File: src/verilog/lut_logic_cfg.svh
// holds the register map, field positions and reset values of the lookup logic
// assumes it is included by bare name from the design files
`ifndef LUT_LOGIC_CFG_SVH
`define LUT_LOGIC_CFG_SVH

// ****************************************
// register addresses
// ****************************************
`define ADDR_UPPER_BANK_LOGIC_MODE 8'h20
`define ADDR_LOWER_BANK_LOGIC_MODE 8'h21
`define ADDR_UPPER_BANK_TWO_INPUT_TABLE 8'h22
`define ADDR_LOWER_BANK_TWO_INPUT_TABLE 8'h23
`define ADDR_UPPER_BANK_HIGH_THREE_INPUT_TABLE 8'h24
`define ADDR_LOWER_BANK_HIGH_THREE_INPUT_TABLE 8'h25
`define ADDR_UPPER_BANK_LOW_THREE_INPUT_TABLE 8'h26
`define ADDR_LOWER_BANK_LOW_THREE_INPUT_TABLE 8'h27
`define ADDR_UPPER_BANK_DUAL_OUT_TABLE_FIRST 8'h28
`define ADDR_LOWER_BANK_DUAL_OUT_TABLE_FIRST 8'h29
`define ADDR_UPPER_BANK_DUAL_OUT_TABLE_SECOND 8'h2A
`define ADDR_LOWER_BANK_DUAL_OUT_TABLE_SECOND 8'h2B

// ****************************************
// register file shape
// ****************************************
`define LUT_REG_BASE 8'h20
`define LUT_REG_COUNT 12
`define LUT_REG_RESET 8'h00
`define IDX_MODE_B 0
`define IDX_MODE_A 1
`define IDX_TWO_B 2
`define IDX_TWO_A 3
`define IDX_HI3_B 4
`define IDX_HI3_A 5
`define IDX_LO3_B 6
`define IDX_LO3_A 7
`define IDX_DUAL1_B 8
`define IDX_DUAL1_A 9
`define IDX_DUAL2_B 10
`define IDX_DUAL2_A 11
`define UNMAPPED_READ 8'h00

// ****************************************
// field positions in the mode registers
// ****************************************
`define LO_NIB_MODE_LSB 0
`define HI_NIB_MODE_LSB 4

`endif

File: src/verilog/lut_logic_pkg.sv
// holds the types shared by the lookup logic files
// assumes nothing of its surroundings
package lut_logic_pkg;

  typedef enum logic [1:0] {
    MODE_GPIO = 2'h0,
    MODE_TWO_TO_ONE = 2'h1,
    MODE_THREE_TO_ONE = 2'h2,
    MODE_THREE_TO_TWO = 2'h3
  } lut_mode_type;

  typedef logic [4:0] nibble_drive_type;

endpackage

File: src/verilog/nibble_lut_decode.sv
// holds the combinational lookup decode of one nibble of i/o lines
// assumes sampled input levels and stable tables from the owning block
`timescale 1ns/10ps
`default_nettype none

module nibble_lut_decode (
  input wire logic [1:0] mode_i,
  input wire logic [2:0] level_i,
  input wire logic [3:0] two_table_i,
  input wire logic [7:0] three_table_i,
  input wire logic [7:0] dual_first_i,
  input wire logic [7:0] dual_second_i,
  output lut_logic_pkg::nibble_drive_type drive_en_o,
  output lut_logic_pkg::nibble_drive_type drive_val_o
);

  // ****************************************
  // per mode drive, bit 4 is line 0 of the next nibble
  // ****************************************
  always_comb begin
    drive_en_o = 5'h00;
    drive_val_o = 5'h00;
    unique case (lut_logic_pkg::lut_mode_type'(mode_i))
      lut_logic_pkg::MODE_GPIO: begin
        drive_en_o = 5'h00;
      end
      lut_logic_pkg::MODE_TWO_TO_ONE: begin
        drive_en_o[2] = 1'b1;
        drive_val_o[2] = two_table_i[level_i[1:0]];
      end
      lut_logic_pkg::MODE_THREE_TO_ONE: begin
        drive_en_o[3] = 1'b1;
        drive_val_o[3] = three_table_i[level_i];
      end
      lut_logic_pkg::MODE_THREE_TO_TWO: begin
        drive_en_o[4:3] = 2'h3;
        drive_val_o[3] = dual_first_i[level_i];
        drive_val_o[4] = dual_second_i[level_i];
      end
    endcase
  end

endmodule

`default_nettype wire

File: src/verilog/gpio_pld_lookup_logic.sv
// holds the lookup-table logic of a sixteen line i/o expander with its registers
// assumes a register port from the expander's serial front end, same clock
// What this block does
// - upper bank low mode 11 drives lines 12 and 11 from lines 10:8.
// - lower bank high mode 00 leaves lines 7:5 plain gpio; line 4 follows the low mode.
// - lower bank high mode 01 drives line 6 from table by lines 5:4.
// - lower bank high mode 10 drives line 7 from lines 6:4; 11 reserved.
// - lower bank low mode 00 leaves lines 3:0 plain gpio.
// - lower bank low mode 01 drives line 2 from table by lines 1:0.
// - lower bank low mode 10 drives line 3 from table by lines 2:0.
// - lower bank low mode 11 drives lines 4:3 from two tables by 2:0.
// - upper bank high two-input drives line 14 from table bits 7:4.
// - table bits 7:4 matter only in the high two-input mode of their own bank.
// - upper bank low two-input drives line 10 from table bits 3:0.
// - lower bank high two-input drives line 6 from table bits 7:4.
// - lower bank low two-input gives table bit 3 on line 2 for 11.
// - codes 10, 01, 00 give table bits 2, 1, 0 on line 2.
// - lower bank high three-input gives table bit indexed by lines 6:4.
`timescale 1ns/10ps
`default_nettype none
`include "lut_logic_cfg.svh"

module gpio_pld_lookup_logic (
  input wire logic clock_i,
  input wire logic sys_rst_i,
  input wire logic [15:0] io_level_i,
  input wire logic [7:0] reg_addr_i,
  input wire logic reg_wr_i,
  input wire logic [7:0] reg_wdata_i,
  input wire logic reg_rd_i,
  output logic [7:0] reg_rdata_o,
  output logic [15:0] lut_drive_en_o,
  output logic [15:0] lut_drive_val_o
);

  // ****************************************
  // address decode
  // ****************************************
  function automatic logic addr_hit(input logic [7:0] addr);
    addr_hit = (addr >= `LUT_REG_BASE) && (addr < (`LUT_REG_BASE + 8'(`LUT_REG_COUNT)));
  endfunction

  function automatic logic [3:0] addr_index(input logic [7:0] addr);
    logic [7:0] diff;
    diff = addr - `LUT_REG_BASE;
    addr_index = diff[3:0];
  endfunction

  logic [7:0] regs_q [`LUT_REG_COUNT];
  logic [15:0] level_meta_q;
  logic [15:0] level_q;
  logic [1:0] mode_nib [4];
  logic [3:0] two_nib [4];
  logic [7:0] three_nib [4];
  logic [7:0] dual1_nib [4];
  logic [7:0] dual2_nib [4];
  lut_logic_pkg::nibble_drive_type en_nib [4];
  lut_logic_pkg::nibble_drive_type val_nib [4];
  logic [15:0] drive_en_d;
  logic [15:0] drive_val_d;

  // ****************************************
  // register file
  // ****************************************
  // writes land in one edge so the decode uses new contents on the next
  always_ff @(posedge clock_i or posedge sys_rst_i) begin
    if (sys_rst_i) begin
      for (int i = 0; i < `LUT_REG_COUNT; i++) begin
        regs_q[i] <= `LUT_REG_RESET;
      end
    end else if (reg_wr_i && addr_hit(reg_addr_i)) begin
      // reserved mode bits are stored as written; the decode never reads them
      regs_q[addr_index(reg_addr_i)] <= reg_wdata_i;
    end
  end

  always_ff @(posedge clock_i or posedge sys_rst_i) begin
    if (sys_rst_i) begin
      reg_rdata_o <= `UNMAPPED_READ;
    end else if (reg_rd_i) begin
      reg_rdata_o <= addr_hit(reg_addr_i) ? regs_q[addr_index(reg_addr_i)] : `UNMAPPED_READ;
    end
  end

  // ****************************************
  // pin level synchroniser
  // ****************************************
  // the pads are asynchronous to clock_i, so two stages precede the decode
  always_ff @(posedge clock_i or posedge sys_rst_i) begin
    if (sys_rst_i) begin
      level_meta_q <= 16'h0000;
      level_q <= 16'h0000;
    end else begin
      level_meta_q <= io_level_i;
      level_q <= level_meta_q;
    end
  end

  // ****************************************
  // table routing per nibble
  // ****************************************
  always_comb begin
    mode_nib[0] = regs_q[`IDX_MODE_A][`LO_NIB_MODE_LSB +: 2];
    mode_nib[1] = regs_q[`IDX_MODE_A][`HI_NIB_MODE_LSB +: 2];
    mode_nib[2] = regs_q[`IDX_MODE_B][`LO_NIB_MODE_LSB +: 2];
    mode_nib[3] = regs_q[`IDX_MODE_B][`HI_NIB_MODE_LSB +: 2];
    // upper nibble code 11 is reserved and falls back to plain gpio
    if (mode_nib[1] == 2'h3) begin
      mode_nib[1] = 2'h0;
    end
    if (mode_nib[3] == 2'h3) begin
      mode_nib[3] = 2'h0;
    end
    two_nib[0] = regs_q[`IDX_TWO_A][3:0];
    two_nib[1] = regs_q[`IDX_TWO_A][7:4];
    two_nib[2] = regs_q[`IDX_TWO_B][3:0];
    two_nib[3] = regs_q[`IDX_TWO_B][7:4];
    three_nib[0] = regs_q[`IDX_LO3_A];
    three_nib[1] = regs_q[`IDX_HI3_A];
    three_nib[2] = regs_q[`IDX_LO3_B];
    three_nib[3] = regs_q[`IDX_HI3_B];
    dual1_nib[0] = regs_q[`IDX_DUAL1_A];
    dual1_nib[1] = 8'h00;
    dual1_nib[2] = regs_q[`IDX_DUAL1_B];
    dual1_nib[3] = 8'h00;
    dual2_nib[0] = regs_q[`IDX_DUAL2_A];
    dual2_nib[1] = 8'h00;
    dual2_nib[2] = regs_q[`IDX_DUAL2_B];
    dual2_nib[3] = 8'h00;
  end

  // ****************************************
  // nibble decoders
  // ****************************************
  for (genvar n = 0; n < 4; n++) begin : g_nib
    nibble_lut_decode u_dec (
      .mode_i(mode_nib[n]),
      .level_i(level_q[4*n +: 3]),
      .two_table_i(two_nib[n]),
      .three_table_i(three_nib[n]),
      .dual_first_i(dual1_nib[n]),
      .dual_second_i(dual2_nib[n]),
      .drive_en_o(en_nib[n]),
      .drive_val_o(val_nib[n])
    );
  end

  // a low nibble in dual-output mode reaches into line 0 of the next nibble;
  // no mode of that nibble drives its line 0, so the two never collide
  always_comb begin
    drive_en_d = 16'h0000;
    drive_val_d = 16'h0000;
    for (int n = 0; n < 4; n++) begin
      drive_en_d[4*n +: 4] = drive_en_d[4*n +: 4] | en_nib[n][3:0];
      drive_val_d[4*n +: 4] = drive_val_d[4*n +: 4] | val_nib[n][3:0];
    end
    // the top nibble has no neighbour, so its carry bit is dropped
    for (int n = 0; n < 3; n++) begin
      drive_en_d[4*n+4] = drive_en_d[4*n+4] | en_nib[n][4];
      drive_val_d[4*n+4] = drive_val_d[4*n+4] | val_nib[n][4];
    end
  end

  // one register stage keeps the outputs glitch free at a cost of one cycle
  always_ff @(posedge clock_i or posedge sys_rst_i) begin
    if (sys_rst_i) begin
      lut_drive_en_o <= 16'h0000;
      lut_drive_val_o <= 16'h0000;
    end else begin
      lut_drive_en_o <= drive_en_d;
      lut_drive_val_o <= drive_val_d;
    end
  end
endmodule

`default_nettype wire

File: config.mk
export PLATFORM = sky130hd
export DESIGN_NAME = gpio_pld_lookup_logic
export DESIGN_NICKNAME = d
export VERILOG_FILES = /design/src/verilog/lut_logic_pkg.sv /design/src/verilog/nibble_lut_decode.sv /design/src/verilog/gpio_pld_lookup_logic.sv
export VERILOG_INCLUDE_DIRS = /design/src /design/src/verilog
export SDC_FILE = /design/constraint.sdc
export NUM_CORES = 1
export LEC_CHECK = 0
export ABC_AREA = 1
export ABC_CLOCK_PERIOD_IN_PS = 8900
export BUFFER_PORTS_ARGS = -buffer_cell sky130_fd_sc_hd__buf_4
export CAP_MARGIN = 15
export CORE_AREA = 2 2 133 135
export DETAILED_ROUTE_END_ITERATION = 8
export DIE_AREA = 0 0 135 137
export GPL_TIMING_DRIVEN = 0
export SYNTH_ARGS = -nofsm -noshare
export SYNTH_HDL_FRONTEND = slang
export SYNTH_SLANG_ARGS = --single-unit
File: constraint.sdc
create_clock -name clock_i -period 8.9 [get_ports clock_i]
set_input_delay 0 -clock clock_i [delete_from_list [all_inputs] [get_ports clock_i]]
set_output_delay 0 -clock clock_i [all_outputs]
set_load 0.01 [all_outputs]
==> results of run 1 <==
==> flip-flops by register name, indices dropped and copies added, names as in the netlist <==
signal,cells
dual2_nib,16
level_q,12
regs_q,60
reg_rdata_o,8
lut_drive_val_o,10
dual1_nib,16
mode_nib,4
level_meta_q,12
lut_drive_en_o,11
==> cells in the mapped netlist (all sizes together) <==
cell type / count / area, sq um
inv: 114 / 430.4
dfrtp: 149 / 3729
nor2: 52 / 260.3
nand2: 339 / 1280
clkbuf: 20 / 75.07
o21a: 4 / 30.03
nand3: 42 / 350.3
nand4: 1 / 6.260
a21oi: 32 / 160.2
buf: 39 / 316.6
o22ai: 1 / 6.260
conb: 1 / 3.750
o211ai: 7 / 52.55
clkinv: 1 / 3.750
o21ai: 131 / 790.8
==> kinds of logic (layout without fill, tap and decap cells) <==
| family | after synthesis | in the layout | share of synthesized area, % |
|---|---|---|---|
| simple gates | 434 | 434 | 25.31 |
| compound gates | 175 | 175 | 13.87 |
| buf+inv | 174 | 287 | 11.02 |
| flops | 149 | 149 | 49.75 |
| other cells | 1 | 12 | 0.05004 |
==> worst max-delay path, delay by kind of cell <==
| kind | cells | cell delay, ns |
|---|---|---|
| buf+inv | 4 | 1.56 |
| compound gates | 1 | 0.23 |
==> stage by stage <==
| step | util [%] | hold slack (ns) |
|---|---|---|
| 5_1_grt | 53.43 | 0.08416 |
| 3_5_place_dp | 48.62 | 0.1104 |
| 6_report | 53.43 | 0.06751 |
| 4_1_cts | 53.43 | 0.04901 |
| 3_3_place_gp | 48.43 | 0.1092 |
| 2_1_floorplan | - | 0.03143 |
==> what timing repair did <==
action                    in CTS  in global routing
hold endpoints to repair     102                  0
hold buffers                  21                  0
gates resized for setup        0                  0
==> path summary, 6_finish.rpt <==
check / slack [ns] / to / cells past startpoint / start
worst max-delay path: 7.37 / regs_q[79]$_DFFE_PP0P_ / 5 / reg_wdata_i[7]
worst min-delay path: 0.07 / regs_q[77]$_DFFE_PP0P_ / 5 / reg_addr_i[2]
worst max register to register: 7.44 / lut_drive_val_o[3]$_DFF_PP0_ / 7 / level_q[0]$_DFF_PP0_
worst min register to register: 0.35 / level_q[10]$_DFF_PP0_ / 0 / level_meta_q[10]$_DFF_PP0_
max in group asynchronous: 7.86 / dual2_nib[15]$_DFFE_PP0P_ / 4 / sys_rst_i
min in group asynchronous: 0.22 / lut_drive_en_o[8]$_DFF_PP0_ / 3 / sys_rst_i
==> final cells by class <==
cell class	instances	area share, %
Clock inverter	11	1.634
Buffer	59	4.298
Clock buffer	21	5.053
Multi-Input combinational cell	621	32.72
Tap cell	225	3.089
Timing Repair Buffer	81	7.469
Sequential cell	149	40.92
Inverter	115	4.819
==> routing by layer <==
layer / vias up / wire, microns / GRT usage [%]
li1: 3107 / - / -
met1: 3000 / 10100 / 35.78
met2: 220 / 9197 / 35.76
met3: 31 / 1325 / 4.111
met4: 0 / 457 / 8.044
met5: - / 0 / 0
==> where the power goes <==
group	switching (mW)	internal, mW
Clock	0.290	0.457
Sequential	0.0184	0.703
Combinational	0.110	0.0605
Total	0.419	1.22
==> flow_metrics.env, run 1 <==
export IMPL_worst_slew_margin_rel_pct=31.93
export IMPL_crit_chain="dlygate4sd3_1, buf_4, inv_1, clkbuf_1, o21ai_0"
export IMPL_crit_slowest_cell="clkbuf_1"
export IMPL_ys_warn_count=0
export IMPL_grt_pass1_vias=5923
export IMPL_drv_slew=0
export IMPL_total_power_mw=1.638
export IMPL_syn_avg_cell_area_sq_um=8.033
export IMPL_powerDensity_nw_per_um2=179.8
export IMPL_timing_final_crit_share_pct=17.14
export IMPL_synth_seq_cells=149
export IMPL_clkTransAtPathRegs_ns=0.06
export IMPL_syn_cell_area_sq_um=7495
export IMPL_numPortBuffers=59
export IMPL_cts_root_buffer="clkbuf_16"
export IMPL_layout_drive_gt1_share_pct=18.35
export IMPL_drt_pre_antenna_iters=6
export IMPL_multi_input_area_sq_um=2982
export IMPL_core_area_sq_um=17060
export IMPL_final_seq_area_sq_um=3729
export IMPL_mostFrequentLayoutCell="nand2_1"
export IMPL_die_area_sq_um=18500
export IMPL_grt_usage_pct=24.09
export IMPL_cts_buffer_depth=2
export IMPL_cts_inserted_buffers=17
export IMPL_num_vias=6358
export IMPL_min_path_type="input port to flip-flop"
export IMPL_worstPathMaxFanout=10
export IMPL_cp_arrival_ns=1.79
export IMPL_cts_htree_levels=4
export IMPL_post_route_min_period_ns=1.525
export IMPL_post_drt_via_cell_ratio=4.959
export IMPL_critical_path_class="input port to flip-flop"
export IMPL_synthCells=933
export IMPL_worstMarginPinSlew_ns=1.021
export IMPL_dp_slack_ns=7.494
export IMPL_dp_cells=1229
export IMPL_start_util_pct=43.94
export IMPL_setup_viol=0
export IMPL_grt_pass1_wl_mm=33.31
export IMPL_tritoncts="yes"
export IMPL_wire_per_inst_microns=16.45
export IMPL_n_fill_cell=1690
export IMPL_cts_sinks=149
export IMPL_cp_required_ns=9.17
export IMPL_dpl_hpwl_mm=14.81
export IMPL_grt_overflow=0
export IMPL_drv_cap=0
export IMPL_pin_count=76
export IMPL_cp_end_kind="flip-flop"
export IMPL_outcome="finished, final reports clean"
export IMPL_die_h_microns=137
export IMPL_seq_area_frac_synth_pct=49.75
export IMPL_setup_slack_ns=7.375
export IMPL_rows=48
export IMPL_ir_drop_mv=0.1446
export IMPL_drt_iter0_drc=607
export IMPL_place_area_sq_um=8293
export IMPL_fin_nets=1080
export IMPL_gp_congestion=0.9220
export IMPL_area_growth_pct=21.59
export IMPL_leakagePower_nw=4.573
export IMPL_synth_distinct_cells=29
export IMPL_antenna_found_initial=0
export IMPL_critPathLaunchType="input port"
export IMPL_diodes=0
export IMPL_finalSetupTns_ns=0
export IMPL_clock_skew_final_ns=0.007921
export IMPL_post_cts_buffers=0
export IMPL_hold_viol=0
export IMPL_drc_errors=0
export IMPL_clk_latency_ns=0.43
export IMPL_critical_path_max_stage_delay_ns=0.69
export IMPL_mostFrequentLayoutCells="nand2_1 (336), dfrtp_1 (149), inv_1 (107)"
export IMPL_final_cell_area_sq_um=9112
export IMPL_fmax_mhz=655.6
export IMPL_fin_cells=1282
export IMPL_grt_setup_unrepaired="false"
export IMPL_postRouteAntennaNets=0
export IMPL_drt_total_wl_mm=21.08
export IMPL_grt_max_degree=76
export IMPL_die_x_microns=135
Note: power is estimated with default switching activity, not from simulation.
==> inputs of run 2 (changes only) <==
- ABC_AREA: 1 -> 0
- ABC_CLOCK_PERIOD_IN_PS: 8900 -> 1400
- CORE_AREA: 2 2 133 135 -> 2 2 126 128
- DIE_AREA: 0 0 135 137 -> 0 0 128 130
- PLACE_DENSITY: default -> 0.66
- clock period: 8.9 -> 1.4 ns (I/O delays scaled with it)
==> run 2 against run 1 <==
The flow now finishes with violations (negative setup slack). First-iteration DRC count down 51%. Clock-buffer cell count is the same. Critical path depth fell by 1. Critical endpoint is now lut_drive_val_o[11]$_DFF_PP0_. Flip-flop and latch count is the same. Sequential power grew to 6.4 times the previous value. Setup slack worse by 7.5 ns.
==> flow_metrics.env, run 2 <==
export IMPL_outcome="complete, but fails checks"
export IMPL_violations="negative setup slack"
export IMPL_mostFrequentLayoutCell="dfrtp_1"
export IMPL_synth_top_family_by_area="multiplexers"
export IMPL_gp_congestion=0.8455
export IMPL_leakagePower_nw=4.098
export IMPL_tritoncts="yes"
export IMPL_drc_errors=0
export IMPL_pin_count=76
export IMPL_drv_cap=0
export IMPL_grt_max_degree=45
export IMPL_die_x_microns=128
export IMPL_synth_top_area_share_pct=55.07
export IMPL_synth_largest_area_cell="dfrtp_1"
export IMPL_antenna_found_initial=0
export IMPL_synth_ff_type="dfrtp_1"
export IMPL_diodes=0
export IMPL_synth_most_common_cell="dfrtp_1"
export IMPL_grt_pass1_vias=4269
export IMPL_synth_seq_cells=149
export IMPL_grt_usage_pct=20.63
export IMPL_drt_total_wl_mm=16.03
export IMPL_total_power_mw=9.883
export IMPL_largest_register_ffs=60
export IMPL_numPortBuffers=56
export IMPL_synth_distinct_cells=34
export IMPL_synth_adder_area_share_pct=0
export IMPL_synth_top_cells_by_area="dfrtp_1 (55%), mux2_2 (16%), mux4_2 (14%), mux2i_1 (2.4%), buf_4 (1.7%)"
export IMPL_cts_sinks=149
export IMPL_clkTransAtPathRegs_ns=0.06
export IMPL_dpl_hpwl_mm=11.27
export IMPL_cts_htree_levels=4
export IMPL_seq_area_frac_synth_pct=55.07
export IMPL_cts_root_buffer="clkbuf_16"
export IMPL_area_growth_pct=26.69
export IMPL_rows=46
export IMPL_worstPathMaxFanout=7
export IMPL_timing_final_crit_share_pct=109.0
export IMPL_synth_edf_count=0
export IMPL_post_drt_via_cell_ratio=5.558
export IMPL_drt_iter0_drc=300
export IMPL_start_util_pct=43.89
export IMPL_syn_cell_area_sq_um=6770
export IMPL_ys_warn_count=0
export IMPL_grt_overflow=0
export IMPL_wire_per_inst_microns=21.45
export IMPL_cts_inserted_buffers=17
export IMPL_cp_arrival_ns=1.83
export IMPL_syn_avg_cell_area_sq_um=16.20
export IMPL_synthXorXnorAreaFrac_pct=0
export IMPL_mostFrequentLayoutCells="dfrtp_1 (144), mux2_2 (97), buf_4 (85)"
export IMPL_worstMarginPinSlew_ns=0.7319
export IMPL_layout_drive_gt1_share_pct=56.22
export IMPL_synth_compound_gate_area_share_pct=1.534
export IMPL_die_h_microns=130
export IMPL_top_register="regs_q"
export IMPL_fmax_mhz=655.4
export IMPL_hold_viol=0
export IMPL_async_reset_ff_share_pct=100.0
export IMPL_cts_buffer_depth=2
export IMPL_num_vias=4152
export IMPL_fin_nets=578
export IMPL_post_route_min_period_ns=1.526
export IMPL_drv_slew=0
export IMPL_critical_path_class="flip-flop to flip-flop"
export IMPL_postRouteAntennaNets=0
export IMPL_yosys_top_cells_count="dfrtp_1 (149), mux2_2 (97), mux4_2 (43)"
export IMPL_critPathLaunchType="flip-flop"
export IMPL_ir_drop_mv=0.8655
export IMPL_grt_pass1_wl_mm=25.10
export IMPL_grt_setup_unrepaired="true"
export IMPL_setup_slack_ns=-0.1258
export IMPL_cp_required_ns=1.71
export IMPL_synthCells=418
export IMPL_drt_pre_antenna_iters=4
export IMPL_die_area_sq_um=16640
export IMPL_core_area_sq_um=15420
export IMPL_powerDensity_nw_per_um2=1152
export IMPL_cp_end_kind="flip-flop"
export IMPL_synthSimpleGateAreaFrac_pct=5.766
export IMPL_clock_skew_final_ns=0.008172
export IMPL_dp_slack_ns=-0.3953
export IMPL_min_path_type="input port to flip-flop"
export IMPL_synth_area_mux_share_pct=32.80
export IMPL_setup_viol=4
export IMPL_worst_slew_margin_rel_pct=51.10
export IMPL_clk_latency_ns=0.42
## run 2: cell types whose count changed in the layout (fill, tap and decap cells not counted), sizes merged, moves of 38 or more
cell   delta
mux2     +97
inv     -105
nand2   -337
nor2     -50
o21ai   -130
nand3    -38
mux4     +43
## run 2: where the power goes
group          switching (mW)  internal (mW)
registers               0.143           4.49
logic                   0.430          0.504
clock network            1.78           2.54
## run 2: worst max-delay path, stage by stage (launching register included)
cell and delay [ns]:
dfrtp_1 0.35, buf_8 0.15, mux4_2 0.55, mux2i_2 0.24, o22ai_1 0.11
## run 2: final timing paths
check / to / slack, ns / from / cells after the start
hold reg to reg: level_q[5]$_DFF_PP0_ / 0.35 / level_meta_q[5]$_DFF_PP0_ / 0
setup / recovery: lut_drive_val_o[11]$_DFF_PP0_ / -0.13 / level_q[8]$_DFF_PP0_ / 4
min in group asynchronous: level_meta_q[10]$_DFF_PP0_ / 0.25 / sys_rst_i / 3
max in group asynchronous: level_q[12]$_DFF_PP0_ / 0.20 / sys_rst_i / 5
setup reg to reg: lut_drive_val_o[11]$_DFF_PP0_ / -0.13 / level_q[8]$_DFF_PP0_ / 4
hold / removal: reg_rdata_o[6]$_DFFE_PP0P_ / 0.08 / reg_rd_i / 2
## run 2: repair_timing
item | 4_1_cts | 5_1_grt
hold buffers | 21 | 0
hold endpoints to repair | 58 | 0
gates cloned | 0 | 0
setup buffers | 9 | 7
resized for setup | 17 | 19
endpoints found under the setup margin | 13 | 16
pin swaps | 3 | 3
## run 2: layer usage
metal / global-route usage, % / part of all wire [%] / vias to the layer above
li1: - / - / 1793
met1: 28.42 / 44 / 2201
met2: 31.96 / 48 / 126
met3: 4.838 / 5.0 / 32
met4: 8.468 / 2.9 / 0
met5: 0 / 0 / -
## run 2: area by class of cell
class | count | area [sq um]
clock buffer | 21 | 460.4
multi-input combinational | 226 | 2874
sequential | 149 | 3735
buffer | 41 | 301.5
tap | 192 | 240.2
clock inverter | 11 | 102.6
inverter | 11 | 45.04
fill | 1238 | 6848
timing repair buffer | 96 | 818.3
## run 2: logic make-up after synthesis
logic type,after synthesis
AO/OA/AOI/OAI,13
AND/OR/NAND/NOR,45
buffers and inverters,54
other,1
multiplexers,156
flip-flops,149
## run 2: stage by stage
| step | hold WS, ns | util (%) | TNS, ns | cell area [sq um] | std cells |
|---|---|---|---|---|---|
| floorplan | 0.03143 | - | -70.77 | 6817 | 429 |
| global placement | 0.1099 | 48.48 | -201.80 | 7477 | 677 |
| detailed placement | 0.1106 | 48.86 | -10.11 | 7537 | 680 |
| CTS | 0.03110 | 54.66 | -0.3518 | 8431 | 740 |
| global route | 0.1236 | 55.61 | -0.6114 | 8577 | 747 |
| finish | 0.08154 | 55.61 | -0.3205 | 8577 | 747 |
==> inputs of run 3 (changes only) <==
- CORE_AREA: 2 2 126 128 -> 2 2 96 168
- DIE_AREA: 0 0 128 130 -> 0 0 98 170
- PLACE_DENSITY: 0.66 -> 0.65
==> run 3 against run 2 <==
The flow finishes with violations (negative hold slack, negative setup slack). First-iteration DRC count decreased by 13%. Clock skew up 0.0023 ns. Hold slack got worse by 0.37 ns. Fmax is 4.4% higher. Largest cell class unchanged. Register-to-register slack improved by 0.06 ns. Die area is 0.12% higher. Combinational power down 4.6%. Sequential power about the same. Critical path type unchanged. Clock power grew 11%. Flip-flop and latch count unchanged.
==> flow_metrics.env, run 3 (synthesized netlist as in run 2, its figures left out) <==
export IMPL_startpoint="level_q[8]$_DFF_PP0_"
export IMPL_dpl_hpwl_mm=12.06
export IMPL_grt_pass1_wl_mm=26.02
export IMPL_grt_setup_unrepaired="true"
export IMPL_die_x_microns=98
export IMPL_num_vias=4076
export IMPL_die_area_sq_um=16660
export IMPL_largest_register_ffs=60
export IMPL_grt_overflow=0
export IMPL_worstPathMaxFanout=7
export IMPL_numPortBuffers=56
export IMPL_grt_usage_pct=21.15
export IMPL_clock_skew_final_ns=0.01048
export IMPL_setup_slack_ns=-0.06208
export IMPL_multi_input_area_sq_um=2794
export IMPL_post_drt_via_cell_ratio=5.561
export IMPL_crit_chain="buf_6, mux4_2, mux2i_1, o22ai_1"
export IMPL_drc_errors=0
export IMPL_drt_iter0_drc=261
export IMPL_critPathLaunchType="flip-flop"
export IMPL_diodes=0
export IMPL_ir_drop_mv=0.6947
export IMPL_top_usage_layer="met2"
export IMPL_fin_nets=570
export IMPL_cp_required_ns=1.70
export IMPL_fin_cells=733
export IMPL_critical_path_max_stage_delay_ns=0.60
export IMPL_worstMarginPinSlew_ns=0.7906
export IMPL_drt_pre_antenna_iters=4
export IMPL_post_route_min_period_ns=1.462
export IMPL_crit_family="multiplexers"
export IMPL_cts_inserted_buffers=17
export IMPL_path_buf_inv=1
export IMPL_cts_root_buffer="clkbuf_16"
export IMPL_postRouteAntennaNets=0
export IMPL_pin_count=76
export IMPL_clkTransAtPathRegs_ns=0.07
export IMPL_violations="negative hold slack, negative setup slack"
export IMPL_grt_util_met3_pct=3.860
export IMPL_hold_viol=35
export IMPL_worst_hold_slack_ns=-0.2870
export IMPL_use_met1_pct=23.91
export IMPL_dp_cells=674
export IMPL_top_register="regs_q"
export IMPL_gp_congestion=0.8690
export IMPL_drt_total_wl_mm=16.52
export IMPL_cts_htree_levels=4
export IMPL_start_util_pct=44.43
export IMPL_cp_arrival_ns=1.76
export IMPL_grt_pass1_vias=4499
export IMPL_powerDensity_nw_per_um2=1216
export IMPL_cts_sinks=149
export IMPL_grt_max_degree=43
export IMPL_leakagePower_nw=4.103
export IMPL_crit_slowest_cell="mux4_2"
export IMPL_die_h_microns=170
export IMPL_fmax_mhz=684.0
export IMPL_finalSetupTns_ns=-0.1374
export IMPL_finish_utilization_pct=55.67
export IMPL_rows=60
export IMPL_drv_cap=0
export IMPL_cp_end_kind="flip-flop"
export IMPL_met2_usage_pct=37.82
export IMPL_final_seq_area_sq_um=3731
export IMPL_worst_slew_margin_rel_pct=47.18
export IMPL_mostFrequentLayoutCells="dfrtp_1 (147), mux2_2 (97), buf_4 (78)"
export IMPL_core_area_sq_um=15240
export IMPL_wire_per_inst_microns=22.54
export IMPL_drv_slew=0
export IMPL_mostFrequentLayoutCell="dfrtp_1"
export IMPL_antenna_found_initial=0
export IMPL_tritoncts="yes"
export IMPL_layout_drive_gt1_share_pct=53.38
export IMPL_total_power_mw=10.32
export IMPL_setup_viol=3
export IMPL_area_growth_pct=25.32
export IMPL_cts_hold_buffers=20
export IMPL_timing_final_crit_share_pct=104.4
export IMPL_critical_path_class="flip-flop to flip-flop"
export IMPL_n_fill_cell=1223
export IMPL_cts_buffer_depth=2
export IMPL_reg2reg_from="level_q[8]$_DFF_PP0_"
export IMPL_min_path_type="input port to asynchronous set/reset pin"
export IMPL_clk_latency_ns=0.42
export IMPL_outcome="complete, but fails checks"
[run 3: cell type report]
type,instances,area share [%]
flip-flops and latches,149,43.98
multi-input cells,226,32.93
repair buffers,88,9.010
clock buffers,17,5.014
plain buffers,41,3.495
well taps,186,2.743
clock inverters,15,2.301
inverters,11,0.5309
[run 3: worst register-to-register path, delay by kind of cell, from the launching register on]
kind                   cells  cell delay [ns]
muxes                      2             0.76
DFF                        1             0.34
buffers and inverters      1             0.15
AOI/OAI and AO/OA          1             0.09
[run 3: worst paths after layout]
check / end / slack [ns] / depth (start not counted)
setup / recovery: lut_drive_val_o[11]$_DFF_PP0_ / -0.06 / 4
hold / removal: lut_drive_en_o[11]$_DFF_PP0_ / -0.29 / 2
setup reg to reg: lut_drive_val_o[11]$_DFF_PP0_ / -0.06 / 4
hold reg to reg: level_q[8]$_DFF_PP0_ / 0.35 / 0
max in group asynchronous: regs_q[40]$_DFFE_PP0P_ / 0.48 / 5
min in group clock_i: reg_rdata_o[7]$_DFFE_PP0P_ / 0.08 / 2
[run 3: stage by stage]
step           worst slack [ns]  area [sq um]  hold slack (ns)
6_report               -0.06208          8484          -0.2870
5_1_grt                 -0.1084          8484          -0.2327
4_1_cts                -0.05147          8454          -0.2713
3_5_place_dp            -0.3018          7530           0.1103
3_3_place_gp             -1.316          7470           0.1093
2_1_floorplan           -0.4750          6817          0.03143
[run 3: power breakdown]
| part | switching (mW) | leakage, nW | internal, mW | total, mW |
|---|---|---|---|---|
| combinational | 0.412 | 1.80 | 0.479 | 0.891 |
| clock | 1.94 | 0.296 | 2.86 | 4.79 |
| sequential | 0.149 | 2.00 | 4.49 | 4.64 |
| total | 2.50 | 4.10 | 7.82 | 10.3 |
[run 3: timing repair]
item / CTS / global route
gates cloned: 0 / 0
hold endpoints to repair: 63 / 35
gates resized for setup: 11 / 4
pin swaps: 2 / 1
buffers inserted: 7 / 2
setup endpoints to repair: 7 / 13
[run 3: per-layer routing]
metal	vias to the layer above	part of all wire [%]
met5	-	0
met4	0	4.5
met3	36	3.5
met2	127	55
met1	2135	37
li1	1778	-
